--- src/hdl/ftm_map.vh ---
`ifndef FTM_MAP_VH
`define FTM_MAP_VH

// ************************************************************
// Register indices (byte address is four times the index)
// ************************************************************
`define FTM_IDX_CTRL        8'h34
`define FTM_IDX_LIMIT       8'h35
`define FTM_IDX_COUNT       8'h36
`define FTM_IDX_IRQ_STAT    8'h38
`define FTM_IDX_IRQ_MASK    8'h39
`define FTM_IDX_IRQ_SRC     8'h3a

// ************************************************************
// Control register fields
// ************************************************************
`define FTM_CTRL_EN_BIT     7
`define FTM_CTRL_IEN_BIT    6
`define FTM_CTRL_DIV_HI     1
`define FTM_CTRL_DIV_LO     0
`define FTM_CTRL_WMASK      8'hc3

// ************************************************************
// Interrupt status fields
// ************************************************************
`define FTM_IRQ_OVF_BIT     0
`define FTM_IRQ_REV_BIT     1
`define FTM_IRQ_WIDTH       2

// ************************************************************
// Reset values
// ************************************************************
`define FTM_RST_CTRL        8'h00
`define FTM_RST_LIMIT       8'h00
`define FTM_RST_COUNT       8'h00
`define FTM_RST_IRQ_MASK    2'h0
`define FTM_RST_IRQ_SRC     8'h00

// ************************************************************
// Timing
// ************************************************************
`define FTM_CLK_PERIOD_NS   10
`define FTM_TICK_PERIOD_NS  50000
`define FTM_TICK_CYCLES     (`FTM_TICK_PERIOD_NS / `FTM_CLK_PERIOD_NS)
`define FTM_FILT_SAMPLES    3
`define FTM_COUNT_MAX       8'hff

`endif

--- src/hdl/ftm_channel.v ---
// Functional notes
// - Monitor enable turns the tach pin into a speed input.
// - Enable overrides all other pin setup except bypass select bits.
// - With bypass bits set the pin is an output even when monitoring.
// - With monitor enable clear, interrupt enable and divisor do nothing.
// - Tach pulses gate the 20 kHz tick into an eight-bit counter.
// - Two pulses make one revolution; divisor picks one of four ranges.
// - Tach input is synchronised and filtered against slow edges.
// - With interrupt enable set, count at or above limit flags interrupt.
// - Interrupt drives the low-active pin and loads source with control index.
// - With interrupt enable clear no overflow condition arises; the revolution flag still sets.
// - Divisor codes 00..11 give divide by 1, 2, 4, 8.
// - Count is 20 kHz ticks per revolution over the divisor.
// - Polled mode refreshes current count every revolution.
// - After an interrupt the current count holds until cleared.
// - Clearing the interrupt zeroes the current count.
// - Counter saturates at all ones for slow or absent pulses.
`include "ftm_map.vh"

module ftm_channel #(
	parameter TICK_CYCLES = `FTM_TICK_CYCLES
) (
	input  wire        core_clk,     // 100 MHz clock
	input  wire        rst,          // Synchronous reset, high
	input  wire        psel,         // APB select
	input  wire        penable,      // APB access phase
	input  wire        pwrite,       // APB direction
	input  wire [7:0]  paddr,        // APB byte address
	input  wire [31:0] pwdata,       // APB write data
	output wire        pready,       // APB ready
	output reg  [31:0] prdata,       // APB read data
	output wire        pslverr,      // APB error, unmapped
	input  wire        tachPinIn,    // Tach pin input level
	output reg         tachPinOut,   // Tach pin output value
	output reg         tachPinOe,    // Tach pin output enable
	input  wire        gpioOut,      // Port logic output value
	input  wire        gpioOe,       // Port logic output enable
	input  wire [1:0]  bypassSel,    // Bypass select bits 6:5
	input  wire        bypassOut,    // Bypass output value
	output wire        irq,          // Interrupt, high active
	output wire        irqN          // Interrupt pin, low active
);

	// ************************************************************
	// Registers and state
	// ************************************************************
	reg  [7:0]                 ctrl_r;
	reg  [7:0]                 limit_r;
	reg  [7:0]                 curCount_r;
	reg  [7:0]                 curCount_nxt;
	reg  [7:0]                 counter_r;
	reg  [7:0]                 counter_nxt;
	reg  [2:0]                 preCnt_r;
	reg  [2:0]                 preCnt_nxt;
	reg                        armed_r;
	reg                        armed_nxt;
	reg                        halfRev_r;
	reg                        halfRev_nxt;
	reg  [`FTM_IRQ_WIDTH-1:0]  irqStat_r;
	reg  [`FTM_IRQ_WIDTH-1:0]  irqStat_nxt;
	reg  [`FTM_IRQ_WIDTH-1:0]  irqMask_r;
	reg  [7:0]                 irqSrc_r;
	reg  [7:0]                 irqSrc_nxt;

	wire       tick20k;
	wire       tachLevel;
	wire       tachRise;
	wire       monEn;
	wire       irqEn;
	wire [1:0] divSel;
	wire [2:0] preLast;
	wire [5:0] regIdx;
	wire       wrAcc;
	wire       rdSetup;
	wire       idxHit;
	wire       ovfEvent;
	wire       revEvent;
	wire       ovfClear;
	wire       revClear;
	wire       frozen;

	// ************************************************************
	// Slow tick and input conditioning
	// ************************************************************
	ftm_tick_div #(
		.CYCLES (TICK_CYCLES)
	) uTick (
		.core_clk (core_clk),
		.rst      (rst),
		.tick     (tick20k)
	);

	// Filter sampled at the 20 kHz rate, far above any tach rate
	ftm_tach_filter uFilt (
		.core_clk (core_clk),
		.rst      (rst),
		.sampleEn (tick20k),
		.pinIn    (tachPinIn),
		.level    (tachLevel),
		.riseStb  (tachRise)
	);

	// ************************************************************
	// Control field decode
	// ************************************************************
	assign monEn   = ctrl_r[`FTM_CTRL_EN_BIT];
	assign irqEn   = monEn && ctrl_r[`FTM_CTRL_IEN_BIT];
	assign divSel  = monEn ? ctrl_r[`FTM_CTRL_DIV_HI:`FTM_CTRL_DIV_LO] : 2'h0;
	// Divide by 1, 2, 4, 8: prescaler wraps at divisor minus one
	assign preLast = (3'h1 << divSel) - 3'h1;

	// ************************************************************
	// Pin direction mux
	// ************************************************************
	// Bypass select beats monitoring, monitoring beats port setup
	always @(posedge core_clk) begin
		if (rst) begin
			tachPinOut <= 1'b0;
			tachPinOe  <= 1'b0;
		end else if (bypassSel != 2'h0) begin
			tachPinOut <= bypassOut;
			tachPinOe  <= 1'b1;
		end else if (monEn) begin
			tachPinOut <= 1'b0;
			tachPinOe  <= 1'b0;
		end else begin
			tachPinOut <= gpioOut;
			tachPinOe  <= gpioOe;
		end
	end

	// ************************************************************
	// APB decode
	// ************************************************************
	assign regIdx  = paddr[7:2];
	assign wrAcc   = psel && penable && pwrite && idxHit;
	assign rdSetup = psel && !penable;
	assign pready  = 1'b1;
	assign pslverr = psel && penable && !idxHit;

	// Mapped indices only; the two low address bits are ignored
	assign idxHit = (regIdx == `FTM_IDX_CTRL)     || (regIdx == `FTM_IDX_LIMIT) ||
	                (regIdx == `FTM_IDX_COUNT)    || (regIdx == `FTM_IDX_IRQ_STAT) ||
	                (regIdx == `FTM_IDX_IRQ_MASK) || (regIdx == `FTM_IDX_IRQ_SRC);

	// Software-written registers
	always @(posedge core_clk) begin
		if (rst) begin
			ctrl_r    <= `FTM_RST_CTRL;
			limit_r   <= `FTM_RST_LIMIT;
			irqMask_r <= `FTM_RST_IRQ_MASK;
		end else if (wrAcc) begin
			if (regIdx == `FTM_IDX_CTRL) begin
				ctrl_r <= pwdata[7:0] & `FTM_CTRL_WMASK;
			end else if (regIdx == `FTM_IDX_LIMIT) begin
				limit_r <= pwdata[7:0];
			end else if (regIdx == `FTM_IDX_IRQ_MASK) begin
				irqMask_r <= pwdata[`FTM_IRQ_WIDTH-1:0];
			end
		end
	end

	// Read data latched in setup so it is stable in access
	always @(posedge core_clk) begin
		if (rst) begin
			prdata <= 32'h00000000;
		end else if (rdSetup) begin
			if (regIdx == `FTM_IDX_CTRL) begin
				prdata <= {24'h000000, ctrl_r};
			end else if (regIdx == `FTM_IDX_LIMIT) begin
				prdata <= {24'h000000, limit_r};
			end else if (regIdx == `FTM_IDX_COUNT) begin
				prdata <= {24'h000000, curCount_r};
			end else if (regIdx == `FTM_IDX_IRQ_STAT) begin
				prdata <= {30'h0, irqStat_r};
			end else if (regIdx == `FTM_IDX_IRQ_MASK) begin
				prdata <= {30'h0, irqMask_r};
			end else if (regIdx == `FTM_IDX_IRQ_SRC) begin
				prdata <= {24'h000000, irqSrc_r};
			end else begin
				prdata <= 32'h00000000;
			end
		end
	end

	// ************************************************************
	// Interrupt events
	// ************************************************************
	// Overflow compare is gated by interrupt enable
	assign ovfEvent = irqEn && (counter_r >= limit_r);
	assign frozen   = irqStat_r[`FTM_IRQ_OVF_BIT];
	assign ovfClear = wrAcc && (regIdx == `FTM_IDX_IRQ_STAT) && pwdata[`FTM_IRQ_OVF_BIT];
	assign revClear = wrAcc && (regIdx == `FTM_IDX_IRQ_STAT) && pwdata[`FTM_IRQ_REV_BIT];
	// A count transfer happening this cycle raises the revolution event
	assign revEvent = monEn && armed_r && halfRev_r && tachRise && !(frozen && !ovfClear);

	// Sticky status, a same-cycle event wins over the clear
	always @* begin
		irqStat_nxt = irqStat_r;
		irqSrc_nxt  = irqSrc_r;
		if (ovfClear) begin
			irqStat_nxt[`FTM_IRQ_OVF_BIT] = 1'b0;
			irqSrc_nxt                    = `FTM_RST_IRQ_SRC;
		end
		if (revClear) begin
			irqStat_nxt[`FTM_IRQ_REV_BIT] = 1'b0;
		end
		if (ovfEvent) begin
			irqStat_nxt[`FTM_IRQ_OVF_BIT] = 1'b1;
			irqSrc_nxt                    = `FTM_IDX_CTRL;
		end
		if (revEvent) begin
			irqStat_nxt[`FTM_IRQ_REV_BIT] = 1'b1;
		end
	end

	always @(posedge core_clk) begin
		if (rst) begin
			irqStat_r <= {`FTM_IRQ_WIDTH{1'b0}};
			irqSrc_r  <= `FTM_RST_IRQ_SRC;
		end else begin
			irqStat_r <= irqStat_nxt;
			irqSrc_r  <= irqSrc_nxt;
		end
	end

	// Level outputs, low-active pin mirrors the high one
	assign irq  = |(irqStat_r & irqMask_r);
	assign irqN = !irq;

	// ************************************************************
	// Revolution counter
	// ************************************************************
	// First filtered rise after enable or clear only arms the
	// measurement, so the first transfer covers a whole revolution
	always @* begin
		counter_nxt  = counter_r;
		preCnt_nxt   = preCnt_r;
		armed_nxt    = armed_r;
		halfRev_nxt  = halfRev_r;
		curCount_nxt = curCount_r;
		if (!monEn) begin
			counter_nxt  = 8'h00;
			preCnt_nxt   = 3'h0;
			armed_nxt    = 1'b0;
			halfRev_nxt  = 1'b0;
			curCount_nxt = `FTM_RST_COUNT;
		end else begin
			// Tick gated into the counter through the divisor prescaler
			if (tick20k) begin
				if (preCnt_r >= preLast) begin
					preCnt_nxt = 3'h0;
					if (counter_r != `FTM_COUNT_MAX) begin
						counter_nxt = counter_r + 8'h01;
					end
				end else begin
					preCnt_nxt = preCnt_r + 3'h1;
				end
			end
			if (tachRise) begin
				if (!armed_r) begin
					armed_nxt   = 1'b1;
					halfRev_nxt = 1'b0;
					counter_nxt = 8'h00;
					preCnt_nxt  = 3'h0;
				end else if (halfRev_r) begin
					// Second pulse closes one revolution
					halfRev_nxt = 1'b0;
					if (!frozen || ovfClear) begin
						// Tick landing on the closing rise still counts
						curCount_nxt = counter_nxt;
					end
					counter_nxt = 8'h00;
					preCnt_nxt  = 3'h0;
				end else begin
					halfRev_nxt = 1'b1;
				end
			end
			// Freeze holds the reading; a real clear restarts it
			if (frozen && !ovfClear) begin
				curCount_nxt = curCount_r;
			end
			if (ovfClear && !ovfEvent) begin
				curCount_nxt = 8'h00;
				counter_nxt  = 8'h00;
				preCnt_nxt   = 3'h0;
				armed_nxt    = 1'b0;
				halfRev_nxt  = 1'b0;
			end
		end
	end

	always @(posedge core_clk) begin
		if (rst) begin
			counter_r  <= 8'h00;
			preCnt_r   <= 3'h0;
			armed_r    <= 1'b0;
			halfRev_r  <= 1'b0;
			curCount_r <= `FTM_RST_COUNT;
		end else begin
			counter_r  <= counter_nxt;
			preCnt_r   <= preCnt_nxt;
			armed_r    <= armed_nxt;
			halfRev_r  <= halfRev_nxt;
			curCount_r <= curCount_nxt;
		end
	end

endmodule // ftm_channel

--- src/hdl/ftm_tick_div.v ---
// ************************************************************
// Divider producing a one-cycle enable pulse
// ************************************************************
module ftm_tick_div #(
	parameter CYCLES = 5000
) (
	input  wire core_clk,   // System clock
	input  wire rst,        // Synchronous reset
	output reg  tick        // One-cycle pulse every CYCLES clocks
);

	reg [15:0] cnt_r;

	// Free-running count, pulse on wrap
	always @(posedge core_clk) begin
		if (rst) begin
			cnt_r <= 16'h0000;
			tick  <= 1'b0;
		end else if (cnt_r == CYCLES[15:0] - 16'h0001) begin
			cnt_r <= 16'h0000;
			tick  <= 1'b1;
		end else begin
			cnt_r <= cnt_r + 16'h0001;
			tick  <= 1'b0;
		end
	end

endmodule // ftm_tick_div

--- src/hdl/ftm_tach_filter.v ---
`include "ftm_map.vh"

// ************************************************************
// Tach pin synchroniser and slow-edge filter
// ************************************************************
module ftm_tach_filter (
	input  wire core_clk,   // System clock
	input  wire rst,        // Synchronous reset
	input  wire sampleEn,   // Filter sample enable
	input  wire pinIn,      // Raw asynchronous tach level
	output reg  level,      // Filtered tach level
	output wire riseStb     // One-cycle pulse on filtered rise
);

	reg       sync1_r;
	reg       sync2_r;
	reg [1:0] agree_r;

	// Two-stage synchroniser; stage one feeds stage two only.
	// Resets to the pulled-up idle level, so no false rise follows reset
	always @(posedge core_clk) begin
		if (rst) begin
			sync1_r <= 1'b1;
			sync2_r <= 1'b1;
		end else begin
			sync1_r <= pinIn;
			sync2_r <= sync1_r;
		end
	end

	// Level moves only after several agreeing slow samples,
	// so a slow edge chattering through threshold counts once
	always @(posedge core_clk) begin
		if (rst) begin
			agree_r <= 2'h0;
			level   <= 1'b1;
		end else if (sampleEn) begin
			if (sync2_r == level) begin
				agree_r <= 2'h0;
			end else if (agree_r == `FTM_FILT_SAMPLES - 1) begin
				agree_r <= 2'h0;
				level   <= sync2_r;
			end else begin
				agree_r <= agree_r + 2'h1;
			end
		end
	end

	assign riseStb = sampleEn && !level && (sync2_r != level) && (agree_r == `FTM_FILT_SAMPLES - 1);

endmodule // ftm_tach_filter

--- config.mk ---
export PLATFORM = sky130hd
export DESIGN_NAME = ftm_channel
export DESIGN_NICKNAME = d
export VERILOG_FILES = /design/src/hdl/ftm_channel.v /design/src/hdl/ftm_tick_div.v /design/src/hdl/ftm_tach_filter.v
export VERILOG_INCLUDE_DIRS = /design/src /design/src/hdl
export SDC_FILE = /design/constraint.sdc
export NUM_CORES = 1
export LEC_CHECK = 0
export ABC_AREA = 1
export BUFFER_PORTS_ARGS = -buffer_cell sky130_fd_sc_hd__buf_2
export CORE_MARGIN = 2
export CORE_UTILIZATION = 50
export CTS_BUF_LIST = sky130_fd_sc_hd__clkbuf_4 sky130_fd_sc_hd__clkbuf_8
export CTS_CLUSTER_DIAMETER = 120
export CTS_CLUSTER_SIZE = 28
export DETAILED_ROUTE_END_ITERATION = 6
export PLACE_DENSITY = 0.83
export SYNTH_ARGS = -nofsm -noshare
export SYNTH_HDL_FRONTEND = slang
export SYNTH_SLANG_ARGS = --single-unit
export TNS_END_PERCENT = 5
--- constraint.sdc ---
create_clock -name core_clk -period 1.7 [get_ports core_clk]
set_input_delay 0.17 -clock core_clk [delete_from_list [all_inputs] [get_ports core_clk]]
set_output_delay 0.17 -clock core_clk [all_outputs]
set_load 0.05 [all_outputs]
# Yosys cells after proc, flatten, opt, wreduce, memory -nomap -nowiden
# Index checks and enable logic that the tools add are counted.
# word_totals
regBits	96
inputBits	51
output_inout_bits	38
wordCells	122
# op_classes
add_sub_neg	5
n_lt_le_gt_ge	2
n_eq_ne	11
n_shift	1
n_mux	33
n_bitwise	6
n_reduce_logical	44
# op_table
op	n
$mux 8	9
$eq 6x6->1 const B	6
$mux 6	5
$logic_and 1x1->1	19
$add 16x1->16 const B	1
$eq 16x13->1 const B	1
$mux 3	5
$mux 1	11
$add 8x1->8 const B	1
$ge 8x8->1	1
$logic_not 1->1	8
$ne 8x8->1 const B	1
$logic_or 1x1->1	6
$mux 2	3
$reduce_and 3->1	2
$reduce_bool 2->1	3
$not 1->1	5
$reduce_and 5->1	1
$reduce_and 4->1	1
$reduce_or 2->1	2
$add 3x1->3 const B	1
$ge 3x3->1	1
$reduce_or 3->1	1
$shl 1x2->3 const A	1
other kinds (7)	7

# Depth between registers and ports, before layout
# depth
ltp_word	14
ltp_mapped	13
ltp_nobuf	13

# By module
# From an unflattened synthesis, not the netlist that was laid out.
# hier_totals
hier_cells	554
area_unflattened_um2	3928.8
# modules_own_cells
module	instances	cells_each	area_each_um2	seq_area_each_um2
ftm_channel	1	401	2870.3	940.9
ftm_tick_div	1	121	825.8	340.3
ftm_tach_filter	1	32	232.7	100.1

# Worst setup path before layout
# No wires, ideal clock.
# synth_path
path_type	reg2out
startpoint	reg irqSrc_r[4] (netlist name)
endpoint	out irqN
arrival_time_ns	1.713
required_ns	1.530
path_slack_ns	-0.183
stages_incl_launch_ff	4
path_buffers	0
cell_sequence	dfxtp_1 inv_1 o22ai_1 inv_1
# synth_lines
element	line	rtl
to (decl)	ftm_channel.v:41	output wire irqN

# Worst setup path after layout
# layout_path
startpoint	reg ctrl_r[1]
endpoint	reg curCount_r[3]
# layout_between
elab_chain_len	6
# layout_rtl
element	line	rtl
from (decl)	ftm_channel.v:47	reg [7:0] ctrl_r;
from (signal assigned)	ftm_channel.v:149	ctrl_r <= `FTM_RST_CTRL;
from (signal assigned)	ftm_channel.v:154	ctrl_r <= pwdata[7:0] & `FTM_CTRL_WMASK;
$mux 2	ftm_channel.v:108	assign divSel = monEn ? ctrl_r[`FTM_CTRL_DIV_HI:`FTM_CTRL_DIV_LO] : 2'h0;
$shl 1x2->3	ftm_channel.v:110	assign preLast = (3'h1 << divSel) - 3'h1;
$sub 3x1->3	ftm_channel.v:110	
$ge 3x3->1	ftm_channel.v:251	if (preCnt_r >= preLast) begin
$mux 8	ftm_channel.v:251	
$mux 8	ftm_channel.v:250	if (tick20k) begin
to (signal assigned)	ftm_channel.v:299	curCount_r <= `FTM_RST_COUNT;
to (signal assigned)	ftm_channel.v:305	curCount_r <= curCount_nxt;
to (decl)	ftm_channel.v:49	reg [7:0] curCount_r;
# Every way passes these cells.
# A chain may end at the register's enable or synchronous reset.

==> flow_summary.ini <==
[run_status]
status = finished, violations left
violations = setup timing

[floorplanning]
ios = 89
rows = 31
start_util = 0.516
die_w_um = 90.3
core-area_um2 = 7210
fp.dieH_um = 90.3
dieArea_um2 = 8150

[cells_and_area]
multi_input_area_um2 = 2150
syn_to_final_growth_pct = 22.2
fillers = 620
nNetsFinal = 664
final-seq-area_um2 = 1400
drive_gt1_frac = 0.245
finalNonFillerCells = 703

[setup_path]
worst_setup_path_end_kind = flop
cp_top_family = simple AND/OR/NAND/NOR gates
crit_path_max_fanout = 7
cp_common_cell = nand2_1
arrival_ns = 1.97
worstReg2RegEnd = curCount_r[3]
cp_slowest_cell = dfxtp_4
rrSetupSlack_ns = -0.02
reg2regPathDepth = 11
cp.required_ns = 1.94
path_class = reg -> reg
r2r-start = ctrl_r[1]
critPathMaxStageDelay_ns = 0.37
cp_num_buf_inv = 1
critPathLaunchType = flop
crit_chain = nand3_4 > ha_4 > a21oi_4 > nand3_4 > buf_6 > nand2_1 > nand2_1 > nand2_1 > nand2_2 > nand3_1 > a21oi_1

[clocking]
numCtsBuffers = 9
clk_latency_ns = 0.36
clockRootBuffer = clkbuf_8
cts_buffer_depth = 2
cts.sinks = 69
path_clk_slew_ns = 0.07
htree_levels = 3
cts_tree = yes

[yosys]
yosys.area.top_type_share = 0.371
synth_flop_cell = dfxtp_1
syn_area_per_cell_um2 = 6.97
syn_area_um2 = 3720
synth-edff-count = 0
yosysTopAreaCell = dfxtp_1
yosysMostFrequentCell = nand2_1
synth_seq_cells = 69
async_reset_ff_frac = 0
ys_top_cells_by_count = nand2_1, inv_1, dfxtp_1
synthTopCellsByArea = dfxtp_1, nand2_1, inv_1
netlist_instances = 534
ys_seq_area_frac = 0.371
ys_types = 35
yosysWarnings = 0

[global_route]
grtUsageTotal = 0.212
overflow = 0
grt_pass1_vias = 3395
grt_max_degree = 16
grt_pass1_wl_mm = 14.1
antenna_found_initial = 0

[worst_hold_path]
hold_path_class = in -> reg
min_to = tachPinOe
hold_start = gpioOe
min_path_cells = 3

[sta]
finalCriticalPeriod_ns = 1.72
rsz0062_at_grt = true
tns_ns = -0.0625
max_freq_mhz = 580
drv_slew = 0
skew_ns = 0.00700
finalHoldViolCount = 0
timing.final.crit_share = 1.01
report.final.setup_viol = 4
layout_setup_ws_ns = -0.0232

[routing]
drtIter0Drc = 228
via_count = 3664
vias_per_cell = 5.21
wl_per_cell_um = 12.8
drt-total-wl_mm = 9.02
ant_nets = 0
drc_errors = 0
drt_first_pass_iters = 5

[placement]
dp_cells = 682
gp_congestion = 0.893
io_buffer_count = 37
dp.final_hpwl_mm = 6.42

[power]
fin_total_pwr_mw = 3.12
p_leak_nw = 1.91
power_density_nw_per_um2 = 687
ir_drop_mv = 0.594

[run]
drv_cap = 0
## per-stage QoR
step	setup WS, ns	hold WS, ns	instance area (um2)	util
3_3_place_gp	-0.111	0.368	4070	0.565
6_report	-0.0232	0.0743	4550	0.630
4_1_cts	-0.00922	0.0645	4320	0.599
5_1_grt	-0.133	0.0753	4540	0.630
3_5_place_dp	-0.172	0.368	4070	0.565
2_1_floorplan	-0.00976	0.274	3810	-
## where the power goes
part	internal, mW	switching [mW]
logic	0.0617	0.234
clock network	0.605	0.583
registers	1.63	0.0102
total	2.30	0.827
## placed cells by master, fill, tap and decap left out, types with 3 or more instances in the layout
cell / n
inv_1: 66
o211ai_1: 5
a21oi_1: 41
ha_1: 7
buf_2: 37
nand4_1: 11
clkbuf_4: 3
nor2_1: 49
nand2_1: 101
nand3_4: 5
conb_1: 25
nor3_1: 7
buf_6: 4
nand3_2: 4
dfxtp_2: 5
xnor2_1: 4
nand3_1: 24
buf_4: 27
ha_4: 6
or2_2: 6
nand3b_1: 4
dfxtp_1: 61
a21oi_2: 5
clkbuf_8: 10
dfxtp_4: 3
nor3_2: 5
o21ai_0: 36
inv_2: 4
nor2_2: 4
nand2_2: 11
## cells by family after synthesis
family / after synthesis / share of synthesized area
compound gates: 97 / 0.139
xor+xnor: 6 / 0.0141
fa+ha+maj: 14 / 0.0471
buf+inv: 108 / 0.138
flops: 69 / 0.371
other cells: 2 / 0.00202
simple gates: 238 / 0.288
## worst max path at each step
stage,startpoint,end,cells past startpoint
after floorplan,ctrl_r[7],curCount_r[1],9
after global placement,ctrl_r[7],curCount_r[1],8
after detailed placement,ctrl_r[7],curCount_r[1],8
after CTS,limit_r[7],preCnt_r[0],11
after global routing,ctrl_r[7],curCount_r[4],12
final,ctrl_r[1],curCount_r[3],11
## repair_timing
action | CTS | global route
pin swaps | 5 | 17
hold buffers | 1 | 0
setup endpoints to repair | 21 | 24
buffers inserted | 1 | 3
gates resized for setup | 14 | 48
hold endpoints to repair | 1 | 0
## routing by layer
layer,wire length [um],up-vias,share of wire,global-route usage
met5,0,-,0,0
met4,136,0,0.015,0.0769
met3,546,19,0.061,0.0643
met2,4640,134,0.51,0.380
met1,3700,1693,0.41,0.236
li1,-,1818,-,-
## worst register-to-register path: stages (launching register included)
cell and delay, ns:
dfxtp_4 0.37, nand3_4 0.08, ha_4 0.28, a21oi_4 0.19
nand3_4 0.16, buf_6 0.16, nand2_1 0.05, nand2_1 0.05
nand2_1 0.08, nand2_2 0.07, nand3_1 0.07, a21oi_1 0.06
## sequential cells by signal, indices dropped and copies added, names as in the netlist
| signal | count |
|---|---|
| ctrl_r | 4 |
| curCount_r | 8 |
| uFilt.level | 1 |
| armed_r | 1 |
| tachPinOe | 1 |
| prdata | 8 |
| counter_r | 8 |
| irqMask_r | 2 |
| uFilt.agree_r | 2 |
| uFilt.sync1_r | 1 |
| tachPinOut | 1 |
| uTick.cnt_r | 16 |
| irqStat_r | 1 |
| preCnt_r | 3 |
| limit_r | 8 |
| uTick.tick | 1 |
| halfRev_r | 1 |
| uFilt.sync2_r | 1 |
| irqSrc_r | 1 |
## area by class of cell
cell class | count | area share
multi-input cells | 380 | 0.472
flip-flops and latches | 69 | 0.308
repair buffers | 69 | 0.0974
inverters | 70 | 0.0578
clock buffers | 13 | 0.0352
well taps | 99 | 0.0272
clock inverters | 2 | 0.00220
diodes | 1 | 0.000550
Note: power is estimated with default switching activity, not from simulation.
